[src/design/startup_pkg.sv]
// constants and types for the converter start/stop sequencer
package startup_pkg;

	// debounce: button must hold steady this long
	localparam int DEBOUNCE_US     = 10;
	localparam int CLOCK_MHZ       = 40;
	localparam int DEBOUNCE_CYCLES = DEBOUNCE_US * CLOCK_MHZ;
	// initialisation time after power-on / reset
	localparam int INIT_US         = 20;
	localparam int INIT_CYCLES     = INIT_US * CLOCK_MHZ;
	// reset-button pulse width to the processor
	localparam int CPU_RESET_US    = 5;
	localparam int CPU_RESET_CYCLES = CPU_RESET_US * CLOCK_MHZ;
	localparam int CNT_W           = 16;
	localparam logic [CNT_W-1:0] CNT_ZERO = 16'h0000;

	// frequency select encoding and startup value
	localparam logic FREQ_50HZ     = 1'b0;
	localparam logic FREQ_60HZ     = 1'b1;
	localparam logic FREQ_RESET    = FREQ_60HZ;
	// boot-mode DIP setting for single-chip operation (1=on, bit0 = position 1)
	localparam logic [2:0] BOOT_SINGLE_CHIP = 3'h1;

	typedef enum logic [4:0] {
		ST_INIT    = 5'h01,
		ST_IDLE    = 5'h02,
		ST_SOFT    = 5'h04,
		ST_INV_UP  = 5'h08,
		ST_RUN     = 5'h10
	} seq_state_e;

endpackage : startup_pkg

[src/design/converter_startup_control.sv]
// start/stop sequencer for a boost stage followed by an inverter
// What this block does
// after power-up initialise, then wait idle for a start request
// start press while idle enables boost first, inverter only afterwards
// enter running state only once inverter startup has completed
// stop press halts boost and inverter, then return to idle
// each frequency-toggle press while idle flips output frequency between 50 and 60 Hz
// output frequency defaults to 60 Hz at startup
// operator toggles frequency only while neither stage is driven
// voltage switch off selects high voltages, on selects low voltages
// boot-mode DIP must be on, off, off for single-chip operation
// reset button applies power-on reset, returning controller to initial state
// inverter held stopped during boost soft start, enabled after it
// buttons debounced, one event per press; stop beats simultaneous start
`timescale 1ns/100ps
module converter_startup_control import startup_pkg::*; (
	input  wire logic       clock,
	input  wire logic       rst,
	input  wire logic       runRequestButton,
	input  wire logic       haltRequestButton,
	input  wire logic       freqToggleButton,
	input  wire logic       cpuResetButton,
	input  wire logic       voltageRangeDip,
	input  wire logic [2:0] cpuBootModeDip,
	input  wire logic       softStartDone,
	input  wire logic       inverterStartDone,
	output logic            boostEnable,
	output logic            inverterEnable,
	output logic            running,
	output logic            idle,
	output logic            freqSelect60,
	output logic            highVoltageSel,
	output logic            cpuResetOut,
	output logic            bootModeOk
);

	//--------------------------------------------------------------
	// state
	//--------------------------------------------------------------
	typedef struct packed {
		logic [3:0]       sync1;
		logic [3:0]       sync2;
		logic [3:0]       stable;
		logic [3:0]       prev;
		logic [4*CNT_W-1:0] dbCnt;
		logic [1:0]       doneS1;
		logic [1:0]       doneS2;
		logic             voltS1;
		logic             voltS2;
		logic [2:0]       bootS1;
		logic [2:0]       bootS2;
		seq_state_e       state;
		logic [CNT_W-1:0] initCnt;
		logic [CNT_W-1:0] rstCnt;
		logic             boostEn;
		logic             invEn;
		logic             run;
		logic             idl;
		logic             freq;
		logic             highV;
		logic             cpuRst;
		logic             bootOk;
	} ctl_s;

	ctl_s st_r;
	ctl_s st_nxt;
	logic [3:0] press;

	//--------------------------------------------------------------
	// next state
	//--------------------------------------------------------------
	always_comb begin
		st_nxt = st_r;
		// every pin except clock and rst passes two flops before use
		st_nxt.sync1  = {cpuResetButton, freqToggleButton, haltRequestButton, runRequestButton};
		st_nxt.sync2  = st_r.sync1;
		st_nxt.doneS1 = {inverterStartDone, softStartDone};
		st_nxt.doneS2 = st_r.doneS1;
		st_nxt.voltS1 = voltageRangeDip;
		st_nxt.voltS2 = st_r.voltS1;
		st_nxt.bootS1 = cpuBootModeDip;
		st_nxt.bootS2 = st_r.bootS1;
		st_nxt.prev   = st_r.stable;
		for (int i = 0; i < 4; i++) begin
			// accept a new level only after it held for the full window
			if (st_r.sync2[i] == st_r.stable[i]) begin
				st_nxt.dbCnt[i*CNT_W +: CNT_W] = CNT_ZERO;
			end else if (st_r.dbCnt[i*CNT_W +: CNT_W] == CNT_W'(DEBOUNCE_CYCLES - 1)) begin
				st_nxt.stable[i] = st_r.sync2[i];
				st_nxt.dbCnt[i*CNT_W +: CNT_W] = CNT_ZERO;
			end else begin
				st_nxt.dbCnt[i*CNT_W +: CNT_W] = st_r.dbCnt[i*CNT_W +: CNT_W] + 16'h0001;
			end
		end
		press = st_r.stable & ~st_r.prev;
		st_nxt.highV  = ~st_r.voltS2;
		st_nxt.bootOk = (st_r.bootS2 == BOOT_SINGLE_CHIP);
		if (st_r.rstCnt != CNT_ZERO) begin
			st_nxt.rstCnt = st_r.rstCnt - 16'h0001;
		end
		st_nxt.cpuRst = (st_r.rstCnt != CNT_ZERO);

		case (st_r.state)
			ST_INIT: begin
				if (st_r.initCnt == CNT_W'(INIT_CYCLES - 1)) begin
					st_nxt.state = ST_IDLE;
				end else begin
					st_nxt.initCnt = st_r.initCnt + 16'h0001;
				end
			end
			ST_IDLE: begin
				// toggling only honoured with both stages off
				if (press[2]) begin
					st_nxt.freq = ~st_r.freq;
				end
				if (press[0] && !press[1]) begin
					st_nxt.state = ST_SOFT;
				end
			end
			ST_SOFT: begin
				if (press[1]) begin
					st_nxt.state = ST_IDLE;
				end else if (st_r.doneS2[0]) begin
					st_nxt.state = ST_INV_UP;
				end
			end
			ST_INV_UP: begin
				if (press[1]) begin
					st_nxt.state = ST_IDLE;
				end else if (st_r.doneS2[1]) begin
					st_nxt.state = ST_RUN;
				end
			end
			ST_RUN: begin
				if (press[1]) begin
					st_nxt.state = ST_IDLE;
				end
			end
			default: st_nxt.state = ST_INIT;
		endcase

		// reset button restarts everything and pulses the processor reset
		if (press[3]) begin
			st_nxt.state   = ST_INIT;
			st_nxt.initCnt = CNT_ZERO;
			st_nxt.freq    = FREQ_RESET;
			st_nxt.rstCnt  = CNT_W'(CPU_RESET_CYCLES);
		end
		st_nxt.boostEn = (st_nxt.state == ST_SOFT) || (st_nxt.state == ST_INV_UP)
			|| (st_nxt.state == ST_RUN);
		st_nxt.invEn = (st_nxt.state == ST_INV_UP) || (st_nxt.state == ST_RUN);
		st_nxt.run   = (st_nxt.state == ST_RUN);
		st_nxt.idl   = (st_nxt.state == ST_IDLE);
	end

	//--------------------------------------------------------------
	// registers
	//--------------------------------------------------------------
	always_ff @(posedge clock) begin
		if (rst) begin
			st_r       <= '0;
			st_r.state <= ST_INIT;
			st_r.freq  <= FREQ_RESET;
			st_r.highV <= 1'b1;
		end else begin
			st_r <= st_nxt;
		end
	end

	assign boostEnable    = st_r.boostEn;
	assign inverterEnable = st_r.invEn;
	assign running        = st_r.run;
	assign idle           = st_r.idl;
	assign freqSelect60   = st_r.freq;
	assign highVoltageSel = st_r.highV;
	assign cpuResetOut    = st_r.cpuRst;
	assign bootModeOk     = st_r.bootOk;
endmodule : converter_startup_control

[config.mk]
export PLATFORM = sky130hd
export DESIGN_NAME = converter_startup_control
export DESIGN_NICKNAME = d
export VERILOG_FILES = /design/src/design/startup_pkg.sv /design/src/design/converter_startup_control.sv
export SDC_FILE = /design/constraint.sdc
export NUM_CORES = 1
export LEC_CHECK = 0
export BUFFER_PORTS_ARGS = -buffer_cell sky130_fd_sc_hd__buf_2
export CAP_MARGIN = 20
export CORE_ASPECT_RATIO = 0.5
export CORE_MARGIN = 2
export CORE_UTILIZATION = 30
export DETAILED_ROUTE_END_ITERATION = 8
export SKIP_LAST_GASP = 1
export SYNTH_ARGS = -nofsm -noshare
export SYNTH_HDL_FRONTEND = slang
export SYNTH_SLANG_ARGS = --single-unit
[constraint.sdc]
create_clock -name clock -period 3 [get_ports clock]
set_input_delay 0.45 -clock clock [delete_from_list [all_inputs] [get_ports clock]]
set_output_delay 0.45 -clock clock [all_outputs]
set_load 0.02 [all_outputs]
==> impl_results.md, run 1 <==
- Final min period: 2.18 ns
- Worst-path clk slew: 0.06 ns
- Initial Util: 0.306
- Core ar.: 0.0195 mm^2
- I/O Buffers: 19
- Max-Cap Viols: 0
- Synth Area in XOR/XNOR: 0.0810
- Final worst slack: a little over 0.8 ns
- Hold Buf Count CTS: 0
- Critical Path Start Type: register
- Die area: ~0.021 mm^2
- Grt ovf: 0
- WHS Path Cells: 2
- Min-Delay Path Class: in -> reg
- Met3 WL: about 270 um
- Top Metal Used: met4
- Routability congestion estimate from global placement: 0.794
- Ranking of synthesized cells by area: dfxtp_1, xnor2_1, nor2_1
- Top post-synthesis cells by count: dfxtp_1, nor2_1, nand2_1
- Clock root buffer: clkbuf_16
- Hold EP: st_nxt[131]$_SDFF_PP0_
- Post-synth EDFFs: 0
- Sw power: 1.44 mW
- WP data arrival: 2.51 ns
- Final instance area: slightly below 0.007 mm^2
- Top_reg_cell synth: dfxtp_1
- Largest area contributor in the netlist: dfxtp_1
- CP required: approximately 3.3 ns
- Die Y-Extent: 104 um
- Syn nets: 686
- Status: complete, no violations
- Ys Warns: 0
- Die X: between 200 and 250 um
- Post-DP HPWL: approximately 8100 um
- Adder-Cell Fraction of Synth Area: 0.0126
- Initial antenna violation count: 0
- Clock sinks: 137
- Yosys cell types: 51
- Final hold slack: 0.245 ns
- Sw frac: 0.293
- Final hold vios: 0
- CP max stage cell: nor3b_1
- Dpl ws: 0.844 ns
- Worst-case vdd ir drop: ~370 uV
- Vias: 4,737
- FF-to-FF path depth: 6
- Crit path buf inv count: 1
- # nets final: 708
- CP Class: reg -> reg
- Most frequent cell after synthesis: dfxtp_1
- First-pass detailed-route iteration total: 4
- Final setup fails: 0
- CP endpoint kind: register
- Crit path cell chain: inv_1 > ha_1 > nor3b_1 > nand3_2 > or3_1 > a21oi_1
- Clock insertion delay at the later pin of the skew report: 0.41 ns
- R2r endpoint: st_r[18]$_SDFFE_PP0P_
- Worst-Margin Slew: 0.790 ns
- Pins Over Slew Limit: 0
- Synthesized area per cell: slightly below 9 um^2
- Top-area cell type share of the netlist area: 0.461
- Io pins: 20
- Placed inst area: approximately 0.0063 mm^2
- FF+latch area: 0.00274 mm^2
- Vias in the first global route: 4,531
- Worst Skew: 0.0129 ns
- Mux contribution to synthesized area: 0.0252
- Clock buffer depth: 2
- Worst-path fanout max: 10
- RSZ-0062 raised after global routing: false
- DR WL/cell: 12.3 um
- Clk pwr share: 0.406
- Tcrit/Tclk final: 0.728
- Antenna Violating Nets Remaining: 0
- Fin util: 0.355
- Total CTS buffers: 17
- Setup TNS: 0 ns
- Power Dens Cells: roughly 710 mW/mm^2
- Inserted Diodes: 0
- Largest net degree at the start of global routing: 24
- CTS tree: built
- Post-route DRC: 0
- Seq/Total Area, Yosys: 0.461
- CP delay by family, top: simple AND/OR/NAND/NOR gates
- Reg2reg start: st_r[8]$_SDFFE_PP0P_
- R2r setup slk: 0.82 ns
- Sequential share of power: 0.420
- Setup Fix Bufs, Post-CTS: 0
- Post-Synth Simple-Gate Area: 0.318
- Mapped cell area: 0.00595 mm^2
- First-pass GRT wire length: 21,000 um
- FMAX: 458 MHz
- Fraction of layout instances using a drive strength above 1: 0.0996
- Initial DRC Count: 256
- Leak: roughly 2.3 nW
- Area delta synth->final: 16.0%
- Worst path max stage delay: 0.62 ns
- Multi-input logic area: 0.00307 mm^2
- Internal: between 3 and 4 mW
- Compound-Gate Fraction of Synth Area: 0.0787
- Aggregate routed wire length: 11,900 um
- Relative slew margins: 0.474
- Resized cells post-CTS: 0
- Hold wc startpoint: freqToggleButton
- Largest family of logic cells by synthesized area: simple AND/OR/NAND/NOR gates
- Cells after Synth: 668
- Placement Rows: 36
- Logic gate share of total power: 0.174
- Flops & latches, synth: about 140
- Total GRT Usage: 0.120
- Filler Cells Inserted: about 2,000
- # H-tree levels: 4
- Vias per cell: 4.89
- Async SR Flop Fraction: 0
- M1 WL: 6110 um
- Met2 wire len: 5380 um
cells by family (layout without fill, tap and decap cells):
logic type,after synthesis,count (layout)
and+or+nand+nor,340,340
adders and majority gates,6,6
muxes,15,15
DFF,137,137
AOI/OAI and AO/OA,79,79
xor gates and xnor gates,55,55
buffers and inverters,36,71
stage by stage:
step                power [mW]  cells
finish                    4.91    969
global route              5.20    969
CTS                       4.96    969
detailed placement        2.95    937
global placement          2.92    937
floorplan                 2.76    668
layout make-up:
| cell class | instances | share of cell area |
|---|---|---|
| Sequential cell | 137 | 0.397 |
| Timing Repair Buffer | 23 | 0.0181 |
| Tap cell | 266 | 0.0482 |
| Inverter | 16 | 0.00870 |
| Clock buffer | 20 | 0.0662 |
| Clock inverter | 12 | 0.0170 |
| Multi-Input combinational cell | 495 | 0.444 |
state kept, by name (all words and copies together) (netlist names):
| name | flops |
|---|---|
| inverterEnable | 1 |
| idle | 1 |
| cpuResetOut | 1 |
| highVoltageSel | 1 |
| freqSelect60 | 1 |
| st_nxt | 14 |
| st_r | 115 |
| running | 1 |
| boostEnable | 1 |
| bootModeOk | 1 |
per-layer routing:
layer  GRT usage  vias to the layer above
li1            -                     2427
met1       0.156                     2237
met2       0.192                       59
met3      0.0293                       14
met4      0.0474                        0
met5           0                        -
worst max path at each step:
stage                          from               endpoint  slack, ns  depth (start not counted)
2_1_floorplan  st_r[8]$_SDFFE_PP0P_  st_r[18]$_SDFFE_PP0P_       1.20                          6
3_3_place_gp   st_r[8]$_SDFFE_PP0P_  st_r[18]$_SDFFE_PP0P_       0.95                          6
3_5_place_dp   st_r[8]$_SDFFE_PP0P_  st_r[18]$_SDFFE_PP0P_       0.84                          6
4_1_cts        st_r[8]$_SDFFE_PP0P_  st_r[18]$_SDFFE_PP0P_       0.82                          6
5_1_grt        st_r[8]$_SDFFE_PP0P_  st_r[18]$_SDFFE_PP0P_       0.51                          6
6_report       st_r[8]$_SDFFE_PP0P_  st_r[18]$_SDFFE_PP0P_       0.82                          6
power groups by stage:
stage	Clock, mW	Sequential [mW]	Combinational [mW]
6_report	1.99	2.07	0.853
5_1_grt	2.14	2.09	0.972
4_1_cts	2.04	2.06	0.859
3_5_place_dp	0	2.10	0.852
3_3_place_gp	0	2.09	0.832
2_1_floorplan	0	2.07	0.693
cell usage in the layout (no fill, tap or decap), types with 5 or more instances in the layout:
cell       instances
a21oi_1           33
nor3_1            25
and3_1             8
clkbuf_16         17
or4_1              6
xnor2_1           36
mux2i_1           15
or3_1             29
nand3_1           24
nand2b_1          10
and2_1             5
inv_1             16
nor4_1            20
nor2_1            81
xor2_1            19
nor2b_1           26
nand4_1           25
dfxtp_1          137
and4_1             8
buf_2             19
ha_1               6
o21ai_0           23
nand2_1           39
nor4b_1            8
Power figures use the tool's default switching activity.
==> run 2, diff against run 1 <==
clock period = 2 ns   (was 3 ns; I/O delays follow)
==> impl_results.md, run 2 (same netlist as run 1, synthesis figures left out) <==
- Total CTS buffers: 17
- Dpl ws: 0.142 ns
- Final min period: 1.83 ns
- Post-DP HPWL: 8370 um
- Filler Cells Inserted: 1,968
- Max-Cap Viols: 0
- Total GRT Usage: 0.118
- Die Y-Extent: 104 um
- R2r setup slk: 0.17 ns
- Power Dens Cells: 1070 mW/mm^2
- Inserted Diodes: 0
- First-pass GRT wire length: 20,300 um
- Reg2reg start: st_r[8]$_SDFFE_PP0P_
- Hold Buf Count CTS: 0
- Clock root buffer: clkbuf_16
- Biggest register: st_r
- Hold wc startpoint: softStartDone
- Setup TNS: 0 ns
- Initial DRC Count: 203
- Placement Rows: 36
- Relative slew margins: 0.663
- WHS Path Cells: 2
- WP data arrival: 2.17 ns
- Hold EP: st_nxt[53]$_SDFF_PP0_
- # nets final: between 700 and 800
- Vias in the first global route: ~4,400
- Worst Skew: 0.0101 ns
- Final setup fails: 0
- Status: complete, no violations
- FF-to-FF path depth: 5
- Initial antenna violation count: 0
- Worst-path clk slew: 0.06 ns
- Clock insertion delay at the later pin of the skew report: 0.41 ns
- Routability congestion estimate from global placement: 0.788
- Aggregate routed wire length: 11,900 um
- Initial Util: 0.306
- RSZ-0062 raised after global routing: false
- CP endpoint kind: register
- First-pass detailed-route iteration total: 4
- Pins Over Slew Limit: 0
- Worst path max stage delay: between 0.5 and 0.6 ns
- Final hold slack: between 0.09 and 0.1 ns
- Worst-Margin Slew: 0.505 ns
- Die area: around 0.021 mm^2
- Area delta synth->final: 17.9%
- Leading cell type in the layout, fill and taps excluded: dfxtp_1
- I/O Buffers: 19
- R2r endpoint: st_r[16]$_SDFFE_PP0P_
- Antenna Violating Nets Remaining: 0
- Post-route DRC: 0
- Final worst slack: 0.171 ns
- Clock sinks: 137
- Io pins: 20
- Vias per cell: 4.84
- FMAX: 547 MHz
- Worst-case vdd ir drop: 746 uV
- Die X: just over 200 um
- DR WL/cell: 12.1 um
- Core ar.: 0.0195 mm^2
- Critical Path Start Type: register
- Clock buffer depth: 2
- Largest net degree at the start of global routing: 19
- Commonest non-fill, non-tap cells in the layout: dfxtp_1, nor2_1, nand2_1, xnor2_1, a21oi_1
- CP Class: reg -> reg
- Resized cells post-CTS: 0
- Final hold vios: 0
- # H-tree levels: 4
- CP max stage cell: or3b_2
- Setup Fix Bufs, Post-CTS: 0
- Min-Delay Path Class: in -> reg
- CTS tree: built
- Worst-path fanout max: 5
- Crit path cell chain: inv_1 > ha_1 > or3b_2 > or4_1 > a21oi_1
- Tcrit/Tclk final: 0.914
- Flip-flop count of the largest register after layout: 115
- Fraction of layout instances using a drive strength above 1: 0.113
- CP required: 2.34 ns
- Vias: 4,754
- Grt ovf: 0
- Leak: 2.39 nW
==> run 2: changes by cell type in the layout (fill, tap and decap cells not counted), moves of 2 or more <==
cell / before / now
clkinv_2: 1 / 4
clkinvlp_4: 4 / 1
buf_4: 4 / 17
inv_6: 3 / 0
clkbuf_1: 1 / 4
clkinv_4: 3 / 1
==> run 2: cell type report <==
class,instances,area [um^2],area share
multi-input cells,495,3070,0.438
flip-flops and latches,137,2740,0.391
clock inverters,8,96.3,0.0137
clock buffers,23,468,0.0667
inverters,16,60.1,0.00856
well taps,266,333,0.0475
repair buffers,37,243,0.0346
==> run 2: report_power, final <==
part           internal [mW]  leakage [nW]  switching [mW]
Clock                   1.89         0.277            1.10
Sequential              2.90          1.11           0.190
Combinational          0.601          1.00           0.821
==> run 2: worst max-delay path by stage <==
stage / start / to
global placement: st_r[8]$_SDFFE_PP0P_ / st_r[19]$_SDFFE_PP0P_
finish: st_r[8]$_SDFFE_PP0P_ / st_r[16]$_SDFFE_PP0P_
detailed placement: st_r[8]$_SDFFE_PP0P_ / st_r[19]$_SDFFE_PP0P_
global route: st_r[43]$_SDFF_PP0_ / st_r[39]$_SDFFE_PP0P_
CTS: st_r[8]$_SDFFE_PP0P_ / st_r[19]$_SDFFE_PP0P_
floorplan: st_r[8]$_SDFFE_PP0P_ / st_r[18]$_SDFFE_PP0P_
==> run 2: routing by layer <==
metal | part of all wire | track usage | up-vias
met1 | 0.50 | 0.153 | 2228
met2 | 0.46 | 0.187 | 66
li1 | - | - | 2456
met4 | 0.0075 | 0.0365 | 0
met3 | 0.029 | 0.0374 | 4
met5 | 0 | 0 | -
==> run 2: metrics by stage <==
step	std cells	total power [mW]	instance area [um^2]	util
final	982	7.51	7010	0.360
after global routing	982	7.91	7010	0.360
after CTS	982	7.56	7010	0.360
after detailed placement	951	4.52	6440	0.331
after global placement	951	4.50	6440	0.331
after floorplan	668	4.15	5950	-
==> run 2: worst max-delay path, delay by kind of cell, from the launching register on <==
family | cells | cell delay, ns
compound gates | 1 | 0.15
fa+ha+maj | 1 | 0.18
simple gates | 2 | 1.00
flops | 1 | 0.34
buf+inv | 1 | 0.09
==> run 3, diff against run 2 <==
CORE_ASPECT_RATIO = 1.4   (was 0.5)
==> impl_results.md, run 3 (same netlist as run 1, synthesis figures left out) <==
- I/O Buffers: 19
- Final min period: between 1.5 and 2 ns
- Aggregate routed wire length: 11,600 um
- Final hold slack: 0.0959 ns
- Commonest non-fill, non-tap cells in the layout: dfxtp_1, nor2_1, nand2_1, xnor2_1, a21oi_1
- Antenna Violating Nets Remaining: 0
- Filler Cells Inserted: ~2,000
- WP data arrival: 2.17 ns
- Area delta synth->final: 17.8%
- CP endpoint kind: register
- Placed Cells: 935
- Post-DP HPWL: 8090 um
- Routability congestion estimate from global placement: 0.818
- Io pins: 20
- Min-Delay Path Class: in -> reg
- Largest net degree at the start of global routing: 17
- Grt ovf: 0
- Leak: ~2.4 nW
- Hold Buf Count CTS: 0
- Core ar.: 0.0194 mm^2
- Final hold vios: 0
- Clock root buffer: clkbuf_16
- Final worst slack: 0.168 ns
- Final instance area: approximately 0.007 mm^2
- Total CTS buffers: 17
- Non-Filler Instances: between 900 and 1,000
- Resized cells post-CTS: 0
- Clock sinks: 137
- Max-Cap Viols: 0
- Relative slew margins: 0.674
- RSZ-0062 raised after global routing: false
- Power Dens Cells: ~1100 mW/mm^2
- Tcrit/Tclk final: 0.916
- FMAX: between 500 and 600 MHz
- Placement Rows: 60
- Setup TNS: 0 ns
- Vias per cell: 4.91
- Die X: 123 um
- Biggest register: st_r
- First-pass detailed-route iteration total: 6
- Tot Pwr: between 7 and 8 mW
- Final setup fails: 0
- DR WL/cell: 12.0 um
- Placed inst area: 0.00642 mm^2
- CP required: 2.33 ns
- CTS tree: built
- # H-tree levels: 4
- Flip-flop count of the largest register after layout: 115
- Post-route DRC: 0
- Initial Util: 0.307
- Met3 global-route usage: 0.0260
- Dpl ws: approximately 0.14 ns
- Worst-path clk slew: 0.06 ns
- Status: complete, no violations
- Die area: 0.0210 mm^2
- Worst-case vdd ir drop: between 400 and 500 uV
- Setup Fix Bufs, Post-CTS: 0
- Vias: approximately 4,700
- Inserted Diodes: 0
- Grt peak-use layer: met2
- Initial antenna violation count: 0
- Initial DRC Count: roughly 140
- First-pass GRT wire length: about 21,000 um
- Worst-path fanout max: 5
- Clock buffer depth: 2
- Vias in the first global route: 4,570
- Leading cell type in the layout, fill and taps excluded: dfxtp_1
- Die Y-Extent: 171 um
- CP Class: reg -> reg
- Clock insertion delay at the later pin of the skew report: about 0.42 ns
- Worst-Margin Slew: 0.488 ns
- Global-route met2 utilization: 0.209
- Fin util: 0.362
- Pins Over Slew Limit: 0
- Total GRT Usage: 0.122
- Critical Path Start Type: register
- Fraction of layout instances using a drive strength above 1: 0.122
- # nets final: 724
- Met1 GRT Util: 0.146
- Worst Skew: 0.0101 ns
-- run 3: cell count changes in the layout (fill, tap and decap cells not counted) --
cell        previous run  this run
buf_12                 1         0
clkinv_2               4         5
clkbuf_1               4         0
clkinv_4               1         2
clkbuf_8               2         0
buf_4                 17        20
clkinvlp_4             1         4
inv_6                  0         2
-- run 3: critical path, stage by stage, from the launching register on --
cell     delay [ns]
dfxtp_1        0.34
inv_1          0.08
ha_1           0.19
or3b_2         0.50
or4_1          0.48
a21oi_1        0.16
-- run 3: worst paths after layout --
| path | to | from | slack, ns | cells past startpoint |
|---|---|---|---|---|
| max | st_r[16]$_SDFFE_PP0P_ | st_r[8]$_SDFFE_PP0P_ | 0.17 | 5 |
| min | st_nxt[51]$_SDFF_PP0_ | voltageRangeDip | 0.1 | 2 |
| max reg2reg | st_r[16]$_SDFFE_PP0P_ | st_r[8]$_SDFFE_PP0P_ | 0.17 | 5 |
| min reg2reg | highVoltageSel$_SDFF_PP1_ | st_r[51]$_SDFF_PP0_ | 0.39 | 1 |
-- run 3: report_power, final --
part	leakage [nW]	internal, mW	switching (mW)
sequential	1.11	2.90	0.183
combinational	1.01	0.600	0.825
clock	0.275	1.83	1.20
-- run 3: routing by layer --
metal | vias to the layer above | wire, um
met2 | 63 | 5790
met3 | 14 | 302
met5 | - | 0
met4 | 0 | 225
met1 | 2210 | 5270
li1 | 2462 | -
-- run 3: layout make-up --
class,instances,area [um^2],share of cell area
Sequential cell,137,2740,0.392
Clock buffer,17,425,0.0607
Clock inverter,15,150,0.0214
Inverter,16,60.1,0.00857
Tap cell,248,310,0.0443
Timing Repair Buffer,39,245,0.0350
Multi-Input combinational cell,495,3070,0.438
